### src/t1pei_pkg.sv
// t1pei_pkg: register map, field layout and reset values of the payload error inserter
// assumes an AXI4-Lite master that places each 8-bit register in one aligned word
package t1pei_pkg;
    // register indices; byte address is four times the index
    localparam logic [7:0] IDX_RATE_CTRL   = 8'hEB;
    localparam logic [7:0] IDX_COUNT_LOW   = 8'hEC;
    localparam logic [7:0] IDX_COUNT_HIGH  = 8'hED;
    localparam logic [7:0] IDX_REMAIN_LOW  = 8'hEE;
    localparam logic [7:0] IDX_REMAIN_HIGH = 8'hEF;
    localparam logic [7:0] IDX_CONFIG      = 8'hF0;
    localparam logic [7:0] IDX_CHAN_MASK   = 8'hF1;
    // rate control fields
    localparam int CTRL_RATE_LSB = 0;
    localparam int CTRL_RATE_W   = 4;
    localparam int CTRL_CONT_BIT = 4;
    localparam int CTRL_LOAD_BIT = 7;
    // configuration fields
    localparam int CFG_T1_BIT    = 0;
    localparam int CFG_CHSEL_BIT = 1;
    // count layout
    localparam int COUNT_W      = 10;
    localparam int COUNT_LOW_W  = 8;
    localparam int COUNT_HIGH_W = 2;
    // rate code n selects one error in 2^(n+RATE_EXP_OFFSET) bits
    localparam logic [4:0] RATE_EXP_OFFSET = 5'h03;
    localparam int BITCNT_W = 18;
    // reset values
    localparam logic [7:0]  RST_RATE_CTRL = 8'h00;
    localparam logic [7:0]  RST_COUNT_LOW = 8'h00;
    localparam logic [1:0]  RST_COUNT_HIGH = 2'h0;
    localparam logic [1:0]  RST_CONFIG = 2'h0;
    localparam logic [23:0] RST_CHAN_MASK = 24'h000000;
    // bus responses
    localparam logic [1:0] RESP_OKAY   = 2'h0;
    localparam logic [1:0] RESP_SLVERR = 2'h2;
endpackage

### src/t1pei_engine.sv
// t1pei_engine: counts payload bits and inverts the last bit of each interval
// assumes one payload bit per in_valid pulse, with framing bits and frame start marked
`timescale 1ns/1ns
module t1pei_engine #(
    parameter int CHANNELS = 24
) (
    // clock and reset
    input  wire logic                          aclk,
    input  wire logic                          aresetn,
    // configuration
    input  wire logic [3:0]                    rate_select,
    input  wire logic                          continuous,
    input  wire logic                          t1_mode,
    input  wire logic                          chan_sel_en,
    input  wire logic [CHANNELS-1:0]           chan_mask,
    input  wire logic                          load_pulse,
    input  wire logic [t1pei_pkg::COUNT_W-1:0] load_count,
    // payload stream in
    input  wire logic                          in_valid,
    input  wire logic                          in_bit,
    input  wire logic                          in_fbit,
    input  wire logic                          in_frame_start,
    input  wire logic [4:0]                    in_channel,
    // payload stream out
    output logic                               out_valid,
    output logic                               out_bit,
    output logic                               out_inserted,
    output logic [t1pei_pkg::COUNT_W-1:0]      remaining
);
    if (CHANNELS < 1 || CHANNELS > 32) begin : g_bad_channels
        $error("t1pei_engine: CHANNELS out of range");
    end

    logic [3:0]                      rate_reg;
    logic [t1pei_pkg::BITCNT_W-1:0]  bitcnt_reg;
    logic [t1pei_pkg::BITCNT_W:0]    limit;
    logic                            chan_ok;
    logic                            armed;
    logic                            counted;
    logic                            hit;

    assign limit   = (19'h00001 << ({1'b0, rate_reg} + t1pei_pkg::RATE_EXP_OFFSET)) - 19'h00001;
    assign chan_ok = !chan_sel_en || ((32'(in_channel) < CHANNELS) && chan_mask[in_channel]);
    assign armed   = t1_mode && (rate_reg != 4'h0) && (continuous || remaining != '0);
    assign counted = in_valid && !in_fbit && chan_ok && armed;
    assign hit     = counted && ({1'b0, bitcnt_reg} >= limit);

    ////////////////////////////////////////////////////////////////////////////
    // rate takes effect at frame boundaries only
    always_ff @(posedge aclk) begin
        if (!aresetn) begin
            rate_reg <= 4'h0;
        end else if (in_frame_start) begin
            rate_reg <= rate_select;
        end
    end

    // interval counter
    always_ff @(posedge aclk) begin
        if (!aresetn || load_pulse) begin
            bitcnt_reg <= '0;
        end else if (hit) begin
            bitcnt_reg <= '0;
        end else if (counted) begin
            bitcnt_reg <= bitcnt_reg + 18'h00001;
        end
    end

    // remaining-error counter
    always_ff @(posedge aclk) begin
        if (!aresetn) begin
            remaining <= '0;
        end else if (load_pulse) begin
            remaining <= load_count;
        end else if (hit && !continuous) begin
            remaining <= remaining - 10'h001;
        end
    end

    // output stage
    always_ff @(posedge aclk) begin
        if (!aresetn) begin
            out_valid    <= 1'b0;
            out_bit      <= 1'b0;
            out_inserted <= 1'b0;
        end else begin
            out_valid    <= in_valid;
            out_bit      <= in_bit ^ hit;
            out_inserted <= hit;
        end
    end
endmodule // t1pei_engine

### src/t1pei_top.sv
// t1pei_top: AXI4-Lite register file and payload error inserter for the T1 transmit path
// assumes the transmit formatter marks each payload bit, framing bits and frame starts
// Functional notes
// - insertion acts only in T1 mode; otherwise bits pass unchanged
// - errors hit whole payload or only host-selected channels
// - each error inverts the last bit of the counting interval
// - framing bits are not counted and never inverted
// - a new rate takes effect only at a frame boundary
// - rate code 0 means off; code n gives one error per 2^(n+3) bits
// - rate zero generates no errors even in continuous mode
// - continuous mode with nonzero rate ignores the count and inserts forever
// - counted mode inserts only the loaded number of errors, then stops
// - rising load strobe moves held count into the inserter two cycles later
// - holding the strobe high never reloads; only a new rising edge does
// - ten-bit count: low register bits 0-7, high register bits 8-9
// - count zero makes no errors in counted mode; read-back gives errors still remaining
// - remaining count is readable anytime in two registers after the count registers
`timescale 1ns/1ns
module t1pei_top #(
    parameter int ADDR_W   = 12,
    parameter int CHANNELS = 24
) (
    // clock and reset
    input  wire logic                aclk,
    input  wire logic                aresetn,
    // AXI4-Lite write address
    input  wire logic [ADDR_W-1:0]   s_axi_awaddr,
    input  wire logic                s_axi_awvalid,
    output logic                     s_axi_awready,
    // AXI4-Lite write data
    input  wire logic [31:0]         s_axi_wdata,
    input  wire logic [3:0]          s_axi_wstrb,
    input  wire logic                s_axi_wvalid,
    output logic                     s_axi_wready,
    // AXI4-Lite write response
    output logic [1:0]               s_axi_bresp,
    output logic                     s_axi_bvalid,
    input  wire logic                s_axi_bready,
    // AXI4-Lite read address
    input  wire logic [ADDR_W-1:0]   s_axi_araddr,
    input  wire logic                s_axi_arvalid,
    output logic                     s_axi_arready,
    // AXI4-Lite read data
    output logic [31:0]              s_axi_rdata,
    output logic [1:0]               s_axi_rresp,
    output logic                     s_axi_rvalid,
    input  wire logic                s_axi_rready,
    // payload stream from the transmit formatter
    input  wire logic                tx_valid,
    input  wire logic                tx_bit,
    input  wire logic                tx_fbit,
    input  wire logic                tx_frame_start,
    input  wire logic [4:0]          tx_channel,
    // payload stream toward the line side
    output logic                     line_valid,
    output logic                     line_bit,
    output logic                     line_error_inserted
);
    if (ADDR_W < 10 || ADDR_W > 32) begin : g_bad_addr_w
        $error("t1pei_top: ADDR_W out of range");
    end
    if (CHANNELS < 1 || CHANNELS > 24) begin : g_bad_channels
        $error("t1pei_top: CHANNELS out of range");
    end

    logic [7:0]                       error_rate_control_reg;
    logic [7:0]                       error_count_low_reg;
    logic [1:0]                       error_count_high_reg;
    logic [1:0]                       config_reg;
    logic [CHANNELS-1:0]              chan_mask_reg;
    logic                             strobe_prev_reg;
    logic                             load_pulse_reg;
    logic [t1pei_pkg::COUNT_W-1:0]    remaining;

    logic [ADDR_W-1:0]                aw_addr_reg;
    logic                             aw_held_reg;
    logic [31:0]                      w_data_reg;
    logic [3:0]                       w_strb_reg;
    logic                             w_held_reg;
    logic                             wr_fire;
    logic [7:0]                       wr_idx;
    logic                             wr_hit;
    logic [7:0]                       rd_idx;
    logic                             rd_hit;
    logic [31:0]                      rd_word;

    ////////////////////////////////////////////////////////////////////////////
    // write channels: address and data taken in either order
    assign s_axi_awready = !aw_held_reg && !s_axi_bvalid;
    assign s_axi_wready  = !w_held_reg && !s_axi_bvalid;
    assign wr_fire       = aw_held_reg && w_held_reg && !s_axi_bvalid;
    assign wr_idx        = aw_addr_reg[9:2];

    always_ff @(posedge aclk) begin
        if (!aresetn) begin
            aw_held_reg <= 1'b0;
            aw_addr_reg <= '0;
        end else if (s_axi_awvalid && s_axi_awready) begin
            aw_held_reg <= 1'b1;
            aw_addr_reg <= s_axi_awaddr;
        end else if (wr_fire) begin
            aw_held_reg <= 1'b0;
        end
    end

    always_ff @(posedge aclk) begin
        if (!aresetn) begin
            w_held_reg <= 1'b0;
            w_data_reg <= '0;
            w_strb_reg <= '0;
        end else if (s_axi_wvalid && s_axi_wready) begin
            w_held_reg <= 1'b1;
            w_data_reg <= s_axi_wdata;
            w_strb_reg <= s_axi_wstrb;
        end else if (wr_fire) begin
            w_held_reg <= 1'b0;
        end
    end

    always_comb begin
        wr_hit = 1'b0;
        case (wr_idx)
            t1pei_pkg::IDX_RATE_CTRL, t1pei_pkg::IDX_COUNT_LOW, t1pei_pkg::IDX_COUNT_HIGH,
            t1pei_pkg::IDX_CONFIG, t1pei_pkg::IDX_CHAN_MASK: begin
                wr_hit = (aw_addr_reg[1:0] == 2'h0) && (32'(aw_addr_reg >> 10) == 0);
            end
            default: wr_hit = 1'b0;
        endcase
    end

    always_ff @(posedge aclk) begin
        if (!aresetn) begin
            s_axi_bvalid <= 1'b0;
            s_axi_bresp  <= t1pei_pkg::RESP_OKAY;
        end else if (wr_fire) begin
            s_axi_bvalid <= 1'b1;
            s_axi_bresp  <= wr_hit ? t1pei_pkg::RESP_OKAY : t1pei_pkg::RESP_SLVERR;
        end else if (s_axi_bready) begin
            s_axi_bvalid <= 1'b0;
        end
    end

    ////////////////////////////////////////////////////////////////////////////
    // register file
    always_ff @(posedge aclk) begin
        if (!aresetn) begin
            error_rate_control_reg <= t1pei_pkg::RST_RATE_CTRL;
            error_count_low_reg    <= t1pei_pkg::RST_COUNT_LOW;
            error_count_high_reg   <= t1pei_pkg::RST_COUNT_HIGH;
            config_reg             <= t1pei_pkg::RST_CONFIG;
        end else if (wr_fire && wr_hit && w_strb_reg[0]) begin
            case (wr_idx)
                t1pei_pkg::IDX_RATE_CTRL:  error_rate_control_reg <= w_data_reg[7:0];
                t1pei_pkg::IDX_COUNT_LOW:  error_count_low_reg <= w_data_reg[7:0];
                t1pei_pkg::IDX_COUNT_HIGH: error_count_high_reg <= w_data_reg[1:0];
                t1pei_pkg::IDX_CONFIG:     config_reg <= w_data_reg[1:0];
                default: ;
            endcase
        end
    end

    // channel mask, one bit per channel, byte lanes honoured
    genvar gi;
    generate
        for (gi = 0; gi < CHANNELS; gi++) begin : g_mask
            always_ff @(posedge aclk) begin
                if (!aresetn) begin
                    chan_mask_reg[gi] <= t1pei_pkg::RST_CHAN_MASK[gi];
                end else if (wr_fire && wr_hit && wr_idx == t1pei_pkg::IDX_CHAN_MASK && w_strb_reg[gi/8]) begin
                    chan_mask_reg[gi] <= w_data_reg[gi];
                end
            end
        end
    endgenerate

    ////////////////////////////////////////////////////////////////////////////
    // load strobe edge detection: a pulse one cycle after the rising write
    always_ff @(posedge aclk) begin
        if (!aresetn) begin
            strobe_prev_reg <= 1'b0;
            load_pulse_reg  <= 1'b0;
        end else begin
            strobe_prev_reg <= error_rate_control_reg[t1pei_pkg::CTRL_LOAD_BIT];
            load_pulse_reg  <= error_rate_control_reg[t1pei_pkg::CTRL_LOAD_BIT] && !strobe_prev_reg;
        end
    end

    ////////////////////////////////////////////////////////////////////////////
    // read channel
    assign s_axi_arready = !s_axi_rvalid;
    assign rd_idx        = s_axi_araddr[9:2];

    always_comb begin
        rd_word = 32'h00000000;
        rd_hit  = (s_axi_araddr[1:0] == 2'h0) && (32'(s_axi_araddr >> 10) == 0);
        case (rd_idx)
            t1pei_pkg::IDX_RATE_CTRL:   rd_word[7:0] = error_rate_control_reg;
            t1pei_pkg::IDX_COUNT_LOW:   rd_word[7:0] = error_count_low_reg;
            t1pei_pkg::IDX_COUNT_HIGH:  rd_word[1:0] = error_count_high_reg;
            t1pei_pkg::IDX_REMAIN_LOW:  rd_word[7:0] = remaining[7:0];
            t1pei_pkg::IDX_REMAIN_HIGH: rd_word[1:0] = remaining[9:8];
            t1pei_pkg::IDX_CONFIG:      rd_word[1:0] = config_reg;
            t1pei_pkg::IDX_CHAN_MASK:   rd_word[CHANNELS-1:0] = chan_mask_reg;
            default:                    rd_hit = 1'b0;
        endcase
        if (!rd_hit) begin
            rd_word = 32'h00000000;
        end
    end

    always_ff @(posedge aclk) begin
        if (!aresetn) begin
            s_axi_rvalid <= 1'b0;
            s_axi_rdata  <= 32'h00000000;
            s_axi_rresp  <= t1pei_pkg::RESP_OKAY;
        end else if (s_axi_arvalid && s_axi_arready) begin
            s_axi_rvalid <= 1'b1;
            s_axi_rdata  <= rd_word;
            s_axi_rresp  <= rd_hit ? t1pei_pkg::RESP_OKAY : t1pei_pkg::RESP_SLVERR;
        end else if (s_axi_rready) begin
            s_axi_rvalid <= 1'b0;
        end
    end

    ////////////////////////////////////////////////////////////////////////////
    // insertion engine
    t1pei_engine #(
        .CHANNELS (CHANNELS)
    ) u_engine (
        .aclk           (aclk),
        .aresetn        (aresetn),
        .rate_select    (error_rate_control_reg[t1pei_pkg::CTRL_RATE_LSB +: t1pei_pkg::CTRL_RATE_W]),
        .continuous     (error_rate_control_reg[t1pei_pkg::CTRL_CONT_BIT]),
        .t1_mode        (config_reg[t1pei_pkg::CFG_T1_BIT]),
        .chan_sel_en    (config_reg[t1pei_pkg::CFG_CHSEL_BIT]),
        .chan_mask      (chan_mask_reg),
        .load_pulse     (load_pulse_reg),
        .load_count     ({error_count_high_reg, error_count_low_reg}),
        .in_valid       (tx_valid),
        .in_bit         (tx_bit),
        .in_fbit        (tx_fbit),
        .in_frame_start (tx_frame_start),
        .in_channel     (tx_channel),
        .out_valid      (line_valid),
        .out_bit        (line_bit),
        .out_inserted   (line_error_inserted),
        .remaining      (remaining)
    );
endmodule // t1pei_top

### config.mk
export PLATFORM = sky130hd
export DESIGN_NAME = t1pei_top
export DESIGN_NICKNAME = d
export VERILOG_FILES = /design/src/t1pei_pkg.sv /design/src/t1pei_engine.sv /design/src/t1pei_top.sv
export SDC_FILE = /design/constraint.sdc
export NUM_CORES = 1
export LEC_CHECK = 0
export ABC_AREA = 1
export BUFFER_PORTS_ARGS = -buffer_cell sky130_fd_sc_hd__buf_2
export CAP_MARGIN = 10
export CORE_MARGIN = 2
export CORE_UTILIZATION = 44
export CTS_CLUSTER_SIZE = 8
export DETAILED_ROUTE_END_ITERATION = 10
export GPL_TIMING_DRIVEN = 0
export PLACE_DENSITY = 0.63
export REMOVE_ABC_BUFFERS = 1
export SETUP_SLACK_MARGIN = 0.1
export SYNTH_ARGS = -nofsm -noshare
export SYNTH_HDL_FRONTEND = slang
export SYNTH_HIERARCHICAL = 1
export SYNTH_SLANG_ARGS = --single-unit
### constraint.sdc
create_clock -name aclk -period 5.4 [get_ports aclk]
set_input_delay 0.54 -clock aclk [delete_from_list [all_inputs] [get_ports aclk]]
set_output_delay 0.54 -clock aclk [all_outputs]
set_load 0.05 [all_outputs]
Word-level counts from Yosys, hierarchy flattened:

Cells that the tools add are included.

* $add $sub $neg: 4
* multipliers: 0
* div/mod/pow operators: 0
* magnitude comparators: 3
* equal/unequal tests: 12
* shift-type cells: 1
* mux-type cells: 19
* bitwise operators: 1
* reduce and logical (&&, ||, !) cells: 54

Operators with widths (number)
* equality test 8 bit (second input constant): 12
* logical NOT 32 bit: 2
* logical AND 1 bit: 24
* two-way mux 24 bit: 1
* one-hot mux 6 bit (4 select lines): 1
* two-way mux 10 bit: 2
* >= comparator 18 x 19 -> 1 bit: 1
* << shifter 1 x 5 -> 19 bit (first input constant): 1
* subtractor 19 x 1 -> 19 bit (second input constant): 1
* adder 18 x 1 -> 18 bit (second input constant): 1
* two-way mux 16 bit: 1
* one-hot mux 2 bit (7 select lines): 1
* two-way mux 1 bit: 10
* nonzero test 10 bit: 1
* nonzero test 2 bit: 5
* subtractor 10 x 1 -> 10 bit (second input constant): 1
* logical NOT 1 bit: 9
* AND reduction 2 bit: 4
* OR reduction 7 bit: 1
* < comparator 5 x 6 -> 1 bit (second input constant): 1
* adder 4 x 2 -> 5 bit (second input constant): 1
* binary-select mux 1 bit (select 5 bit): 1
* < comparator 5 bit (second input constant): 1
* OR reduction 5 bit: 1
* other kinds (6): 10

* bits in registers: 160
* bits in latches: 0
* memory bits (writable): 0
* memory bits (read-only): 0
* input bits: 76
* output and inout port bits: 44
* word-level logic and storage cells: 140
* memories: 0

Longest topological paths before layout:

* depth after elaboration: 10
* gate-level depth with buffers: 19
* depth with buffers taken out: 19

Cells and area by module:

The synthesis kept the hierarchy.

By module, submodules not included
* t1pei_top: times used 1, cells each 766, area an instance 5320.1 um^2, seq. area each 2302.2 um^2
* t1pei_engine: times used 1, cells each 475, area an instance 3015.4 um^2, seq. area each 700.7 um^2

Worst setup path before layout:

No wires, ideal clock.

* kind: register to register
* from: register u_engine.rate_reg[1]
* to: register u_engine/remaining[4] (netlist name)
* setup time: 0.113 ns
* arrival time: 2.593 ns
* data required time: 5.287 ns
* path slack: 2.694 ns
* stages on the path, launching flop included: 20
* buffers on the path: 1
* period minus slack after synthesis: 2.706 ns
* cell sequence: dfxtp_1 > or2_4 > nand2_1 > nand2_1 > a21oi_1 > nor3_1 > a21boi_0 > xor2_1 > ha_1 > a21oi_1 > nor2_1 > nor2_1 > nor2_1 > nor2_2 > nand4_2 > nand4_4 > nand2_4 > buf_6 > nor2_1 > nor2_1

* cells in the longest elaborated chain, start to end: 7
* elaborated cells on any way between the ends: 11
* classes of those cells: 2 x add/sub; 1 x order compare; 1 x shift; 7 x reduce/logical

RTL lines
* from (decl): line t1pei_engine.sv:34 `logic [3:0] rate_reg;`
* from (signal assigned): line t1pei_engine.sv:54 `rate_reg <= rate_select;`
* adder 4 x 2 -> 5 bit / nonzero test 4 bit (equally long branches): line t1pei_engine.sv:42, t1pei_engine.sv:44
* << shifter 1 x 5 -> 19 bit / logical AND 1 bit (equally long branches): line t1pei_engine.sv:42, t1pei_engine.sv:44
* subtractor 19 x 1 -> 19 bit / logical AND 1 bit (equally long branches): line t1pei_engine.sv:42, t1pei_engine.sv:44
* >= comparator 18 x 19 -> 1 bit / logical AND 1 bit (equally long branches): line t1pei_engine.sv:46, t1pei_engine.sv:45
* logical AND 1 bit (*): line t1pei_engine.sv:46 `assign hit = counted && ({1'b0, bitcnt_reg} >= limit);`
* logical AND 1 bit (*): line t1pei_engine.sv:75 `end else if (hit && !continuous) begin`
* nonzero test 2 bit (no source line) (*)
* to (signal assigned): line t1pei_engine.sv:74 `remaining <= load_count;`
* to (signal assigned): line t1pei_engine.sv:76 `remaining <= remaining - 10'h001;`
* to (decl): line t1pei_engine.sv:28 `output logic [t1pei_pkg::COUNT_W-1:0] remaining`

Mark *: on every way between the ends. The rest lies on a longest branch, timed or not.
A chain may end at the register's enable or synchronous reset.

Worst setup path in the final report:

* from: register u_engine.rate_reg[1]
* to: register u_engine/bitcnt_reg[5] (netlist name)

* cells in the longest elaborated chain, start to end: 6
* elaborated cells on any way between the ends: 10
* classes of those cells: 2 x add/sub; 1 x order compare; 1 x shift; 6 x reduce/logical

RTL lines
* adder 4 x 2 -> 5 bit / nonzero test 4 bit (equally long branches): line t1pei_engine.sv:42, t1pei_engine.sv:44
* << shifter 1 x 5 -> 19 bit / logical AND 1 bit (equally long branches): line t1pei_engine.sv:42, t1pei_engine.sv:44
* subtractor 19 x 1 -> 19 bit / logical AND 1 bit (equally long branches): line t1pei_engine.sv:42, t1pei_engine.sv:44
* >= comparator 18 x 19 -> 1 bit / logical AND 1 bit (equally long branches): line t1pei_engine.sv:46, t1pei_engine.sv:45
* logical AND 1 bit: line t1pei_engine.sv:46
* OR reduction 2 bit (no source line)
* to (signal assigned): line t1pei_engine.sv:65 `bitcnt_reg <= bitcnt_reg + 18'h00001;`
* to (decl): line t1pei_engine.sv:35 `logic [t1pei_pkg::BITCNT_W-1:0] bitcnt_reg;`

Parallel ways exist; a longest one is shown, timed or not.

==> results.toml <==
[floorplanning]
dieArea_mm2 = 0.0201
initial_core_util_pct = 44.7
io_pins = 120
std_cell_rows = 50
die_h_um = 142
dieWidth_um = 142
core_area_mm2 = 0.0186

[critical_path]
worst-setup-path-type = "reg2reg"
path_max_fanout = 18
crit_buf_inv = 0
critPathMaxStageDelay_ps = 420
cp-endpoint = "u_engine/bitcnt_reg[5]"
required_ps = 5730
cp.arrival_ps = 3590
cp.depth = 17
r2r_end = "u_engine/bitcnt_reg[5]"
crit_path_start_kind = "flip-flop"
crit_top_cell = "nor2_1"
worstReg2RegStart = "u_engine/rate_reg[1]"
cp-end-kind = "flip-flop"
path_cells = "or2_4 > nand2_1 > nand2_1 > a21oi_1 > nor3_1 > a21boi_0 > xor2_1 > ha_1 > a21oi_1 > nor2_1 > nor2_1 > nor2_1 > nor2_2 > nand4_2 > nand2_2 > nand3_4 > nor3b_1"
r2r_cells = 17
cpLargestDelayFamily = "simple AND/OR/NAND/NOR gates"
crit_slowest_cell = "dfxtp_1"
setup.worst_path.start = "u_engine/rate_reg[1]"
rrSetupSlack_ps = 2140

[pwr]
ir_drop_v = 0.000204
power.density_mw_per_mm2 = 265
power_leakage_nw = 4.37

[sta]
rsz0062_at_grt = "no"
hold_viol = 0
final-setup-viol-count = 0
max_freq_mhz = 307
maxSlewViolCount = 0
finalSetupTns_ps = 0
slew_headroom_pct = 26.5
finalCritPeriodShare_pct = 60.3
skew_ps = 7.30
worst_pin_slew_ps = 1090
period_needed_ps = 3260

[finish]
final_cells = 1564
drive_gt1_share_pct = 15.3
fin_nets = 1414
syn2layout_area_growth_pct = 12.6
n_antenna_cell = 0
post-route-util_pct = 50.4

[hold_path]
worstHoldPathType = "in2reg"
min_path_cells = 2

[route]
drt-total-wl_um = 20600
viasPerCell = 4.87
detail_route.wl_per_cell_um = 13.2
ant_nets = 0
drt_pass1_iterations = 5
drtIter0Drc = 420
drc = 0
vias = 7610

[clock_network]
clock-sinks = 150
post-cts-setup-buffers = 0
cts_buffers = 17
root_buffer = "clkbuf_16"
clkLatencyLatePin_ps = 420
clk_pin_slew_worst_paths_ps = 60
clockBufferDepth = 2
ctsResizeCount = 0
cts_hold_buffers = 0
cts_tree = "built"
clock_tree.htree_level_count = 4

[synth]
synthTopCellsByArea = "dfxtp_1, nand2_1, nor2_1"
yosysWarnings = 6
ys_seq_area_share_pct = 36.0
ys_types = 50
synthArstFlopShare_pct = 0
synth-seq-cells = 150
netlist_area_mm2 = 0.00834
postSynthCellCount = 1241
syn_area_per_cell_um2 = 6.72
synth_top_area_share_pct = 36.0
synthFlopType = "dfxtp_1"
synth_edf_count = 0
yosys.area.top_type = "dfxtp_1"

[global_routing]
antenna_found_initial = 1
grt_pass1_vias = 7043
grt-ovfl-total = 0
grt_max_degree = 68
grt_pass1_wl_um = 34400
track_usage_pct = 21.3

[status]
outcome = "finished clean"

[placed_design]
dpl.hpwl_um = 14900
placedCellCount = 1532
port_buffers = 100
globalplace.congestion = 0.822

[job]
max_cap_viol_count = 0
[power breakdown]
part | internal [mW] | switching [mW]
combinational | 0.0695 | 0.164
clock | 0.592 | 0.495
sequential | 1.14 | 0.0276
[kinds of logic (layout without fill, tap and decap cells)]
logic type | after synthesis | after routing | share of synthesized area (%)
flops | 150 | 150 | 36.0
mux | 1 | 1 | 0.120
simple gates | 691 | 691 | 37.8
xor+xnor | 19 | 19 | 2.00
other cells | 2 | 13 | 0.0901
fa+ha+maj | 21 | 21 | 3.15
compound gates | 156 | 156 | 10.1
buf+inv | 201 | 279 | 10.7
[area by class of cell]
type,count,area (um2)
Multi-Input combinational cell,901,4480
Timing Repair Buffer,101,531
Fill cell,1951,9260
Clock inverter,13,97.6
Clock buffer,19,433
Sequential cell,150,3000
Tap cell,234,293
Inverter,146,549
[metal layers]
layer	vias up	part of all wire (%)	track usage [%]
met5	-	0	0
li1	4043	-	-
met2	153	46	35.3
met4	0	0.97	5.16
met3	13	5.1	5.03
met1	3401	48	28.2
[synthesized netlist by cell type (2+ instances only)]
cell type / number
inv_2: 12
nor2_1: 244
nand2_1: 286
nand2_4: 4
nor3b_1: 2
a21oi_1: 59
clkbuf_1: 19
nor2_8: 2
xor2_1: 11
buf_2: 13
nand4_4: 6
nor2_2: 6
xnor2_1: 8
nand3b_1: 2
nand4_1: 31
o21ai_1: 5
nor2_4: 7
a21o_1: 3
nand3_2: 2
o31ai_1: 2
nand2_2: 14
inv_1: 129
ha_1: 21
buf_4: 12
nand3_1: 63
dfxtp_1: 150
a21oi_2: 9
buf_6: 10
conb_1: 2
nor3_1: 12
o21ai_0: 73
clkinv_1: 4
[cell usage in the layout (no fill, tap or decap), types with 3 or more instances in the layout]
| cell type | instances |
|---|---|
| buf_2 | 99 |
| inv_1 | 129 |
| xor2_1 | 11 |
| a21o_1 | 3 |
| xnor2_1 | 8 |
| nand4_1 | 31 |
| dfxtp_1 | 150 |
| nand3_1 | 63 |
| o21ai_0 | 73 |
| a21oi_2 | 9 |
| clkbuf_16 | 17 |
| nand2_1 | 286 |
| nor2_4 | 7 |
| nand2_4 | 4 |
| inv_6 | 5 |
| nand2_2 | 14 |
| inv_2 | 12 |
| nand4_4 | 6 |
| a21oi_1 | 59 |
| nor2_2 | 6 |
| o21ai_1 | 5 |
| clkinvlp_4 | 4 |
| clkinv_1 | 4 |
| conb_1 | 13 |
| nor2_1 | 244 |
| nor3_1 | 12 |
| clkinv_2 | 4 |
| ha_1 | 21 |
[how the worst min path moves through the flow]
stage / start / to / slack [ps]
final: tx_bit / u_engine/out_bit / 310
after global placement: strobe_prev_reg / load_pulse_reg / 370
after detailed placement: strobe_prev_reg / load_pulse_reg / 380
after CTS: tx_bit / u_engine/out_bit / 300
after floorplan: strobe_prev_reg / load_pulse_reg / 370
after global routing: tx_bit / u_engine/out_bit / 290
[through the flow]
stage	area (um2)	setup WS [ps]	hold slack (ps)	total power, mW
global route	9390	1760	292	2.59
CTS	9390	2150	296	2.51
floorplan	8030	2650	368	1.34
detailed placement	8860	2190	378	1.43
global placement	8830	1810	372	1.42
finish	9390	2140	306	2.49
No activity file was read; power rests on OpenSTA's default activity.
